--- config.mk ---
export PLATFORM = sky130hd
export DESIGN_NAME = interval_pwm_timer
export DESIGN_NICKNAME = d
export VERILOG_FILES = /design/src/hw/pwm_timer_pkg.sv /design/src/hw/interval_pwm_timer.sv
export SDC_FILE = /design/constraint.sdc
export NUM_CORES = 1
export LEC_CHECK = 0
export ABC_AREA = 1
export BUFFER_PORTS_ARGS = -buffer_cell sky130_fd_sc_hd__buf_2
export CELL_PAD_IN_SITES_DETAIL_PLACEMENT = 1
export CELL_PAD_IN_SITES_GLOBAL_PLACEMENT = 2
export CORE_MARGIN = 2
export CORE_UTILIZATION = 38
export DETAILED_ROUTE_END_ITERATION = 10
export HOLD_SLACK_MARGIN = 0.08
export MAX_ROUTING_LAYER = met4
export PLACE_DENSITY_LB_ADDON = 0.1
export REMOVE_ABC_BUFFERS = 1
export SYNTH_ARGS = -nofsm -noshare
export SYNTH_HDL_FRONTEND = slang
export SYNTH_SLANG_ARGS = --single-unit
--- constraint.sdc ---
create_clock -name ref_clk_i -period 5.2 [get_ports ref_clk_i]
set_clock_uncertainty 0.05 [all_clocks]
set_input_delay 0.26 -clock ref_clk_i [delete_from_list [all_inputs] [get_ports ref_clk_i]]
set_output_delay 0.26 -clock ref_clk_i [all_outputs]
set_load 0.03 [all_outputs]
--- src/hw/pwm_timer_pkg.sv ---
// Constants shared by the 8-bit interval and PWM timer
package pwm_timer_pkg;

  // ****************************************
  // Register byte addresses
  // ****************************************
  localparam logic [15:0] ADDR_PERIOD  = 16'hFF1A;
  localparam logic [15:0] ADDR_DUTY    = 16'hFF1B;
  localparam logic [15:0] ADDR_PORT1   = 16'hFF01;
  localparam logic [15:0] ADDR_DIR1    = 16'hFF21;
  localparam logic [15:0] ADDR_MODE    = 16'hFF6C;
  localparam logic [15:0] ADDR_CARRIER = 16'hFF6D;

  // ****************************************
  // Reset values
  // ****************************************
  localparam logic [7:0] RST_DIR1  = 8'hFF;
  localparam logic [7:0] RST_ZERO  = 8'h00;

  // ****************************************
  // Field positions
  // ****************************************
  localparam int MODE_RUN_BIT    = 7;
  localparam int MODE_CKS_LSB    = 4;
  localparam int MODE_MD_LSB     = 2;
  localparam int MODE_IDLE_BIT   = 1;
  localparam int MODE_GATE_BIT   = 0;
  localparam int CAR_REMOTE_BIT  = 2;
  localparam int CAR_BUFFER_BIT  = 1;
  localparam int CAR_FLAG_BIT    = 0;
  localparam int TIMER_PIN       = 6;

  // ****************************************
  // Mode codes and timing counts
  // ****************************************
  localparam logic [1:0] MD_INTERVAL = 2'h0;
  localparam logic [1:0] MD_PWM      = 2'h2;
  localparam logic [1:0] DUTY_XFER_TICKS = 2'h3;
  localparam int PRESCALE_W = 12;

  // Compare selector in PWM mode
  typedef enum logic [1:0]
  {
    CMP_PERIOD = 2'b01,
    CMP_DUTY   = 2'b10
  } cmp_sel_t;

endpackage

--- src/hw/interval_pwm_timer.sv ---
// 8-bit interval / PWM timer with port 1 direction and carrier status bits
`timescale 1ns/1ps
module interval_pwm_timer
  import pwm_timer_pkg::*;
#(
  parameter int CNT_W = 8
)
(
  // Clock and reset
  input  wire logic         ref_clk_i,
  input  wire logic         rst_i,
  // Memory-mapped byte access
  input  wire logic [15:0]  addr_i,
  input  wire logic         wr_en_i,
  input  wire logic         rd_en_i,
  input  wire logic [7:0]   wdata_i,
  output logic      [7:0]   rdata_o,
  // Slow count source for select codes 5 to 7, and carrier transfer strobe
  input  wire logic         ext_tick_i,
  input  wire logic         carrier_xfer_i,
  // Match interrupt and port 1 pins
  output logic              match_irq_o,
  output logic      [7:0]   port1_o,
  output logic      [7:0]   port1_oe_o
);

  // The compare registers and the byte bus only fit an 8-bit counter
  if (CNT_W != 8)
  begin : g_width_check
    $error("interval_pwm_timer: only an 8-bit counter is supported");
  end

  // ****************************************
  // Registers and state
  // ****************************************
  logic [7:0]            mode_q;
  logic [7:0]            period_q;
  logic [7:0]            duty_q;
  logic [7:0]            duty_buf_q;
  logic                  duty_pend_q;
  logic [1:0]            duty_age_q;
  logic [7:0]            dir_q;
  logic [7:0]            latch_q;
  logic                  remote_q;
  logic                  car_buf_q;
  logic                  car_flag_q;
  logic [CNT_W-1:0]      cnt_q;
  logic                  started_q;
  logic                  tout_q;
  cmp_sel_t              sel_q;
  logic [PRESCALE_W-1:0] pre_q;

  logic       run;
  logic       idle_lvl;
  logic       gate;
  logic       is_pwm;
  logic       tick;
  logic       wr_mode;
  logic       wr_duty;
  logic       wr_car;
  logic       per_hit;
  logic       duty_hit;

  assign run      = mode_q[MODE_RUN_BIT];
  assign idle_lvl = mode_q[MODE_IDLE_BIT];
  assign gate     = mode_q[MODE_GATE_BIT];
  assign is_pwm   = (mode_q[MODE_MD_LSB +: 2] == MD_PWM);
  assign wr_mode  = wr_en_i && (addr_i == ADDR_MODE);
  assign wr_duty  = wr_en_i && (addr_i == ADDR_DUTY);
  assign wr_car   = wr_en_i && (addr_i == ADDR_CARRIER);

  // True when every bit below the given shift of the prescaler is one
  function automatic logic pre_full(input logic [PRESCALE_W-1:0] p, input int sh);
    logic [PRESCALE_W-1:0] m;
    m = PRESCALE_W'((1 << sh) - 1);
    return (p & m) == m;
  endfunction

  // ****************************************
  // Count clock selection
  // ****************************************
  // Free-running prescaler; the slowest taps come from the slow source input
  always_ff @(posedge ref_clk_i or posedge rst_i)
  begin
    if (rst_i)
      pre_q <= '0;
    else
      pre_q <= pre_q + 1'b1;
  end

  always_comb
  begin
    case (mode_q[MODE_CKS_LSB +: 3])
      3'h0:    tick = 1'b1;
      3'h1:    tick = pre_full(pre_q, 2);
      3'h2:    tick = pre_full(pre_q, 4);
      3'h3:    tick = pre_full(pre_q, 6);
      3'h4:    tick = pre_full(pre_q, 12);
      default: tick = ext_tick_i;
    endcase
  end

  // Compare hits are only meaningful on a counting tick
  assign per_hit  = run && tick && started_q && (sel_q == CMP_PERIOD || !is_pwm) && (cnt_q == period_q);
  assign duty_hit = run && tick && started_q && is_pwm && (sel_q == CMP_DUTY) && (cnt_q == duty_q);

  // ****************************************
  // Register writes
  // ****************************************
  // mode bits steer idle level, gate, clock and run
  always_ff @(posedge ref_clk_i or posedge rst_i)
  begin
    if (rst_i)
    begin
      mode_q   <= RST_ZERO;
      period_q <= RST_ZERO;
      latch_q  <= RST_ZERO;
    end
    else if (wr_en_i)
    begin
      if (addr_i == ADDR_MODE)
        mode_q <= wdata_i;
      if (addr_i == ADDR_PERIOD)
        period_q <= wdata_i;
      if (addr_i == ADDR_PORT1)
        latch_q <= wdata_i;
    end
  end

  always_ff @(posedge ref_clk_i or posedge rst_i)
  begin
    if (rst_i)
      dir_q <= RST_DIR1;
    else if (wr_en_i && addr_i == ADDR_DIR1)
      dir_q <= wdata_i;
  end

  // flag bit only moves on the transfer strobe
  always_ff @(posedge ref_clk_i or posedge rst_i)
  begin
    if (rst_i)
    begin
      remote_q   <= 1'b0;
      car_buf_q  <= 1'b0;
      car_flag_q <= 1'b0;
    end
    else
    begin
      if (wr_car)
      begin
        remote_q  <= wdata_i[CAR_REMOTE_BIT];
        car_buf_q <= wdata_i[CAR_BUFFER_BIT];
      end
      // flag mirrors the enabled state taken from the buffer
      if (carrier_xfer_i)
        car_flag_q <= car_buf_q;
    end
  end

  // ****************************************
  // Duty register with write buffer
  // ****************************************
  // While stopped a write lands directly; while running it waits for the old match
  always_ff @(posedge ref_clk_i or posedge rst_i)
  begin
    if (rst_i)
    begin
      duty_q      <= RST_ZERO;
      duty_buf_q  <= RST_ZERO;
      duty_pend_q <= 1'b0;
      duty_age_q  <= 2'h0;
    end
    else if (wr_duty)
    begin
      duty_buf_q <= wdata_i;
      duty_age_q <= 2'h0;
      if (run)
        duty_pend_q <= 1'b1;
      else
      begin
        duty_q      <= wdata_i;
        duty_pend_q <= 1'b0;
      end
    end
    else
    begin
      if (run && tick && duty_age_q != DUTY_XFER_TICKS)
        duty_age_q <= duty_age_q + 2'h1;
      // too young a value waits for the next match
      if (duty_hit && duty_pend_q && duty_age_q == DUTY_XFER_TICKS)
      begin
        duty_q      <= duty_buf_q;
        duty_pend_q <= 1'b0;
      end
    end
  end

  // ****************************************
  // Counter and compare sequencing
  // ****************************************
  // stop clears the counter; start counts on the next count clock in interval mode, on the one after in PWM
  always_ff @(posedge ref_clk_i or posedge rst_i)
  begin
    if (rst_i)
    begin
      cnt_q     <= '0;
      started_q <= 1'b0;
      sel_q     <= CMP_PERIOD;
    end
    else if (!run)
    begin
      cnt_q     <= '0;
      started_q <= 1'b0;
      sel_q     <= CMP_PERIOD;
    end
    else if (tick)
    begin
      // PWM masks the first count clock
      if (!started_q && is_pwm)
        started_q <= 1'b1;
      else if (per_hit)
      begin
        started_q <= 1'b1;
        cnt_q     <= '0;
        // next compare is the duty register in PWM, the period register in interval mode
        sel_q     <= is_pwm ? CMP_DUTY : CMP_PERIOD;
      end
      else
      begin
        // interval counts on the first tick
        started_q <= 1'b1;
        cnt_q     <= cnt_q + 1'b1;
        // duty match keeps counting, back to period compare
        if (duty_hit)
          sel_q <= CMP_PERIOD;
      end
    end
  end

  // ****************************************
  // Interrupt and timer output
  // ****************************************
  // interrupt pulse one clock after the match tick; N+1 ticks apart
  always_ff @(posedge ref_clk_i or posedge rst_i)
  begin
    if (rst_i)
      match_irq_o <= 1'b0;
    else
      match_irq_o <= per_hit;
  end

  // stop or disabled gate forces default level
  always_ff @(posedge ref_clk_i or posedge rst_i)
  begin
    if (rst_i)
      tout_q <= 1'b0;
    // a PWM stop also lands on idle, the inactive level
    else if (!run || !gate)
      tout_q <= idle_lvl;
    // active level is the inverse of idle, M+1 of N+1 ticks
    else if (is_pwm && per_hit)
      tout_q <= !idle_lvl;
    else if (is_pwm && duty_hit)
      tout_q <= idle_lvl;
    else if (!is_pwm && per_hit)
      tout_q <= !tout_q;
  end

  // ****************************************
  // Port pins and read data
  // ****************************************
  // output buffer on where direction bit is 0; timer ORs into its pin
  always_ff @(posedge ref_clk_i or posedge rst_i)
  begin
    if (rst_i)
    begin
      port1_o    <= RST_ZERO;
      port1_oe_o <= RST_ZERO;
    end
    else
    begin
      port1_o             <= latch_q;
      port1_o[TIMER_PIN]  <= latch_q[TIMER_PIN] | tout_q;
      port1_oe_o          <= ~dir_q;
    end
  end

  // Unmapped addresses read as zero
  always_ff @(posedge ref_clk_i or posedge rst_i)
  begin
    if (rst_i)
      rdata_o <= RST_ZERO;
    else if (rd_en_i)
    begin
      case (addr_i)
        ADDR_MODE:    rdata_o <= mode_q;
        ADDR_PERIOD:  rdata_o <= period_q;
        ADDR_DUTY:    rdata_o <= duty_q;
        ADDR_DIR1:    rdata_o <= dir_q;
        ADDR_PORT1:   rdata_o <= latch_q;
        ADDR_CARRIER: rdata_o <= {5'h00, remote_q, car_buf_q, car_flag_q};
        default:      rdata_o <= RST_ZERO;
      endcase
    end
  end

  // ****************************************
  // Checks
  // ****************************************
  property p_stop_default;
    @(posedge ref_clk_i) disable iff (rst_i)
    $fell(run) |=> (cnt_q == '0) && !match_irq_o && (tout_q == $past(idle_lvl));
  endproperty
  a_stop_default: assert property (p_stop_default) else $error("stop did not restore defaults");

  property p_irq_cause;
    @(posedge ref_clk_i) disable iff (rst_i)
    match_irq_o |-> $past(run) && $past(tick) && ($past(cnt_q) == $past(period_q));
  endproperty
  a_irq_cause: assert property (p_irq_cause) else $error("interrupt without period match");

  property p_interval_clear;
    @(posedge ref_clk_i) disable iff (rst_i)
    (run && !is_pwm && per_hit && !wr_mode) |=> (cnt_q == '0) && match_irq_o;
  endproperty
  a_interval_clear: assert property (p_interval_clear) else $error("interval match did not clear");

  property p_interval_toggle;
    @(posedge ref_clk_i) disable iff (rst_i)
    (run && gate && !is_pwm && !wr_mode && $past(run) && $stable(mode_q) && $changed(tout_q)) |-> match_irq_o;
  endproperty
  a_interval_toggle: assert property (p_interval_toggle) else $error("interval output moved off match");

  property p_pwm_active;
    @(posedge ref_clk_i) disable iff (rst_i)
    (is_pwm && gate && per_hit && !wr_mode) |=> match_irq_o && (tout_q == !idle_lvl) && (sel_q == CMP_DUTY);
  endproperty
  a_pwm_active: assert property (p_pwm_active) else $error("PWM period match wrong");

  property p_pwm_inactive;
    @(posedge ref_clk_i) disable iff (rst_i)
    (gate && duty_hit && !wr_mode) |=> !match_irq_o && (tout_q == idle_lvl) && (cnt_q != '0);
  endproperty
  a_pwm_inactive: assert property (p_pwm_inactive) else $error("PWM duty match wrong");

  property p_flag_ro;
    @(posedge ref_clk_i) disable iff (rst_i)
    (wr_car && !carrier_xfer_i) |=> $stable(car_flag_q);
  endproperty
  a_flag_ro: assert property (p_flag_ro) else $error("carrier flag changed by a write");

  property p_young_duty;
    @(posedge ref_clk_i) disable iff (rst_i)
    (duty_hit && duty_pend_q && duty_age_q < DUTY_XFER_TICKS && !wr_duty) |=> duty_pend_q && $stable(duty_q);
  endproperty
  a_young_duty: assert property (p_young_duty) else $error("duty loaded too early");

  property p_dir_oe;
    @(posedge ref_clk_i) disable iff (rst_i)
    !$past(rst_i) |-> port1_oe_o == ~$past(dir_q);
  endproperty
  a_dir_oe: assert property (p_dir_oe) else $error("pin enable does not follow direction");

endmodule

Word-level counts from Yosys, hierarchy flattened
Cells that the tools add are included.
{"block": "word_totals", "out_inout_bits": 25, "inputBits": 30, "reg_bits": 103}
{"block": "classes", "n_bitwise": 2, "muxes": 26, "n_reduce_logical": 35, "addsub": 3, "eq_ne": 25}
{"operator": "$eq 16x16->1 const B", "count": 6}
{"operator": "$mux 8", "count": 7}
{"operator": "$pmux 8 s6", "count": 1}
{"operator": "$logic_and 1x1->1", "count": 17}
{"operator": "$eq 8x8->1", "count": 2}
{"operator": "$mux 2", "count": 8}
{"operator": "$add 12x1->12 const B", "count": 1}
{"operator": "$eq 12x12->1 const B", "count": 1}
{"operator": "$reduce_and 2->1", "count": 5}
{"operator": "$mux 1", "count": 9}
{"operator": "$add 8x1->8 const B", "count": 1}
{"operator": "$eq 2x2->1 const B", "count": 4}
{"operator": "$not 8->8", "count": 1}
{"operator": "$eq 3x2->1 const B", "count": 2}
{"operator": "$eq 6x6->1 const B", "count": 1}
{"operator": "$logic_not 1->1", "count": 6}
{"operator": "$ne 2x2->1 const B", "count": 3}
{"operator": "$pmux 1 s5", "count": 1}
{"operator": "$eq 4x4->1 const B", "count": 1}
{"operator": "$reduce_bool 2->1", "count": 2}
{"operator": "$reduce_bool 4->1", "count": 1}
{"operator": "$eq 3x1->1 const B", "count": 1}
{"operator": "$eq 3x3->1 const B", "count": 1}
{"operator": "$logic_not 3->1", "count": 1}
{"operator": "7 further kinds", "count": 8}

Longest topological paths before layout
{"block": "logic_depth", "word_depth": 12, "depth_mapped": 13, "depth_no_buf": 13}

Worst setup path before layout
Ideal clock, no wire load.
{"block": "synth_path", "path_type": "register -> register", "startpoint": "register pre_q[0]", "endpoint": "register duty_q[5]", "arrival_ns": 1.618, "path_stages_with_launch": 13, "slack_ns": 3.414, "path_buffers": 0, "cell_sequence": "dfrtp_1 -> ha_1 -> nand2_1 -> nor2_1 -> nand2_1 -> o21ai_2 -> nand2_2 -> nand2_4 -> nand3_4 -> o21ai_4 -> nand2_4 -> nand2_1 -> nand2_1"}
{"block": "synth_via", "elab_chain_len": 11}
{"element": "start, declared", "line": "interval_pwm_timer.sv:51", "source": "logic [PRESCALE_W-1:0] pre_q;"}
{"element": "start signal, assigned", "line": "interval_pwm_timer.sv:88", "source": "pre_q <= pre_q + 1'b1;"}
{"element": "$eq 12x12->1 (tied with other cells)", "line": "interval_pwm_timer.sv:76", "source": "return (p & m) == m;"}
{"element": "$pmux 1 s5 *", "line": "interval_pwm_timer.sv:93", "source": "case (mode_q[MODE_CKS_LSB +: 3])"}
{"element": "$logic_and 1x1->1 * (5 in a row)", "line": "interval_pwm_timer.sv:105", "source": "assign duty_hit = run && tick && started_q && is_pwm && (sel_q == CMP_DUTY) && (cnt_q == duty_q);"}
{"element": "$logic_and 1x1->1 * (2 in a row)", "line": "interval_pwm_timer.sv:190", "source": "if (duty_hit && duty_pend_q && duty_age_q == DUTY_XFER_TICKS)"}
{"element": "$reduce_bool 2->1 (no source line) *"}
{"element": "$reduce_and 2->1 (no source line) *"}
{"element": "end signal, assigned", "line": "interval_pwm_timer.sv:181", "source": "duty_q <= wdata_i;"}
{"element": "end signal, assigned", "line": "interval_pwm_timer.sv:192", "source": "duty_q <= duty_buf_q;"}
{"element": "end, declared", "line": "interval_pwm_timer.sv:38", "source": "logic [7:0] duty_q;"}
Mark *: on every way between the ends. The rest lies on a longest branch, timed or not.
A chain may end at the register's enable or synchronous reset.

Final worst setup path
{"block": "layout_path", "startpoint": "register pre_q[0]", "endpoint": "register cnt_q[4]"}
{"block": "layout_via", "elab_chain_len": 10}
{"element": "$eq 12x12->1 (tied with other cells)", "line": "interval_pwm_timer.sv:76"}
{"element": "$pmux 1 s5 *", "line": "interval_pwm_timer.sv:93"}
{"element": "$logic_and 1x1->1 (4 in a row)", "line": "interval_pwm_timer.sv:104", "source": "assign per_hit = run && tick && started_q && (sel_q == CMP_PERIOD || !is_pwm) && (cnt_q == period_q);"}
{"element": "$mux 8", "line": "interval_pwm_timer.sv:221", "source": "else if (per_hit)"}
{"element": "$mux 8", "line": "interval_pwm_timer.sv:219", "source": "if (!started_q && is_pwm)"}
{"element": "$mux 8", "line": "interval_pwm_timer.sv:216", "source": "else if (tick)"}
{"element": "$mux 8", "line": "interval_pwm_timer.sv:210", "source": "else if (!run)"}
{"element": "end signal, assigned", "line": "interval_pwm_timer.sv:232", "source": "cnt_q <= cnt_q + 1'b1;"}
{"element": "end, declared", "line": "interval_pwm_timer.sv:47", "source": "logic [CNT_W-1:0] cnt_q;"}
Mark *: on every way between the ends. The rest lies on a longest branch, timed or not. The select of a mux whose other input is x is not followed.

==> out/qor.yml <==
global_route:
  grt_pass1_vias: 4242
  grt_pass1_wl_um: 22650
  antenna_found_initial: 0
  grt_max_degree: 59
  overflow: 0
  track_usage: 0.2157
timing:
  drv_slew: 0
  fin_hold_ws_ns: 0.1107
  layout_setup_ws_ns: 3.111
  fin_setup_tns_ns: 0
  setup_viol: 0
  fmax_mhz: 478.8
  grt_setup_unrepaired: "no"
  slew_headroom: 0.5057
  finalCritPeriodShare: 0.4016
  hold_viol: 0
  worstMarginPinSlew_ns: 0.7415
  min_period_ns: 2.089
detailed_routing:
  drc_errors: 0
  wire_per_inst_um: 17.13
  via_count: 3969
  ant_nets: 0
  via_per_inst: 4.967
  drtPass1Iterations: 6
  routed_wl_um: 13690
  first_iter_violations: 189
hold_path:
  min-delay-start: "carrier_xfer_i"
  hp-class: "input pin to flip-flop"
place:
  dp_slack_ns: 3.024
  gp_congestion: 0.8542
  dp_hpwl_um: 10350
  portBuffers: 54
clock_network:
  cts_resized: 0
  clkSlewWorstSetupHoldPaths_ns: 0.07
  htreeDepth: 3
  cts_buffer_depth: 2
  insertion_delay_ns: 0.36
  clock-sinks: 103
  post-cts-setup-buffers: 0
  cts_root_buf: "clkbuf_16"
  cts_made_buffers: 9
  cts_tree: "done"
worst_setup_path:
  required_ns: 5.39
  critPathLaunch: "pre_q[0]$_DFF_PP0_"
  critPathKind: "flip-flop to flip-flop"
  r2r_start: "pre_q[0]$_DFF_PP0_"
  critPathArrivalTime_ns: 2.28
  end_kind: "flip-flop"
  cp_max_fo: 12
  crit_path_start_kind: "flip-flop"
synthesis:
  yosys-top-cells-count: "nand2_1, dfrtp_1, inv_1"
  synthArstFlopShare: 1.000
  synth_edf_count: 0
  synth.top_cell.area_share: 0.4766
  ys_types: 41
  yosys.area.top_type: "dfrtp_1"
  synthCells: 566
  synth_most_common_cell: "nand2_1"
  synthTopCellsByArea: "dfrtp_1, nand2_1, dfstp_2"
  synth-seq-area-share: 0.5245
  synth-seq-cells: 103
  ys.flop_type: "dfrtp_1"
  netlist_area_um2: 4936
  syn_avg_cell_area_um2: 8.721
  yosys_warnings: 0
power_and_ir_drop:
  p_total_mw: 1.534
  cellLeakagePower_nw: 2.711
  ir_drop_v: 0.0001826
  cellPowerDensity_nw_per_um2: 270.5
layout:
  synthToLayoutAreaGrowth_pct: 14.88
  final_nets: 655
  drive_above_1_share: 0.2089
  num_antenna_cells: 0
  nFillCells: 1561
floorplan:
  dieArea_um2: 13920
  num_rows: 41
  die_h_um: 118.0
  start_util: 0.3896
  core_um2: 12670
  ios: 55
  fp.dieW_um: 118.0
flow_run:
  drv_cap: 0
outcome:
  status: "finished, final reports clean"
## cell families after synthesis
family / share of synthesized area
AND/OR/NAND/NOR: 0.2634
buffers and inverters: 0.06666
XOR/XNOR: 0.03726
flip-flops: 0.5245
adder cells (fa/ha/maj): 0.007605
AO/OA/AOI/OAI: 0.09836
multiplexers: 0.002281
## critical path: stages, from the launching register on
cell     delay [ns]
dfrtp_1        0.37
ha_1           0.26
nand2_1        0.08
nor2_1         0.09
nand2_1        0.10
o21ai_2        0.13
nand2_2        0.07
nand2_4        0.12
nand2_1        0.06
nand2_1        0.28
nand2_1        0.12
xor2_1         0.17
nor2_1         0.05
## stage by stage
step / utilization / cell area, um2 / instances
after floorplan: - / 4858 / 554
after global placement: 0.4231 / 5361 / 782
after detailed placement: 0.4231 / 5361 / 782
after CTS: 0.4475 / 5670 / 799
after global routing: 0.4475 / 5670 / 799
final: 0.4475 / 5670 / 799
## final cells by class
type                       count  area [um2]  area share
clock buffer                  11       252.7     0.04457
clock inverter                 5       46.29    0.008164
inverter                      67       254.0     0.04479
multi-input combinational    384        2018      0.3559
sequential                   103        2589      0.4565
tap                          172       215.2     0.03795
timing repair buffer          57       295.3     0.05207
## flip-flops by register name, summed over array words and instances (netlist names), 2 cells and up
signal	flops
mode_q	8
sel_q	2
period_q	8
duty_q	8
latch_q	8
pre_q	12
port1_oe_o	8
dir_q	8
port1_o	8
cnt_q	8
rdata_o	8
duty_buf_q	8
duty_age_q	2
## per-layer routing
| layer | GRT usage | share of wire | up-vias |
|---|---|---|---|
| met1 | 0.2806 | 0.46 | 1972 |
| met3 | 0.04409 | 0.031 | 13 |
| met2 | 0.3481 | 0.49 | 49 |
| met5 | - | 0 | - |
| met4 | 0.05045 | 0.011 | 0 |
| li1 | - | - | 1935 |
## repair_timing
action | CTS | global route
hold buffers | 1 | 0
hold endpoints to repair | 49 | 0
endpoints found under the setup margin | 0 | 0
## power breakdown
part / total, mW / leakage, nW / internal (mW) / switching, mW
clock: 0.680 / 0.149 / 0.360 / 0.321
sequential: 0.801 / 1.34 / 0.801 / 0.000201
combinational: 0.0523 / 1.22 / 0.0124 / 0.0399
## layout by cell type, fill, tap and decap left out, types with 9 or more instances in the layout
cell	n
o21ai_2	20
nand3_1	41
o21ai_0	32
xnor2_1	9
o21ai_1	12
xor2_1	12
buf_2	54
nand4_1	15
dfrtp_1	94
clkbuf_16	9
inv_1	60
nor2_1	29
dfstp_2	9
nand2_1	167
## final timing paths
path,end,slack [ns],cells past startpoint
setup / recovery,cnt_q[4]$_DFFE_PP0P_,3.11,12
hold / removal,car_flag_q$_DFFE_PP0P_,0.11,2
setup reg to reg,cnt_q[4]$_DFFE_PP0P_,3.11,12
hold reg to reg,port1_o[2]$_DFF_PP0_,0.37,0
max in group asynchronous,mode_q[5]$_DFFE_PP0P_,3.49,4
min in group asynchronous,pre_q[10]$_DFF_PP0_,0.53,3
Power figures use the tool's default switching activity.
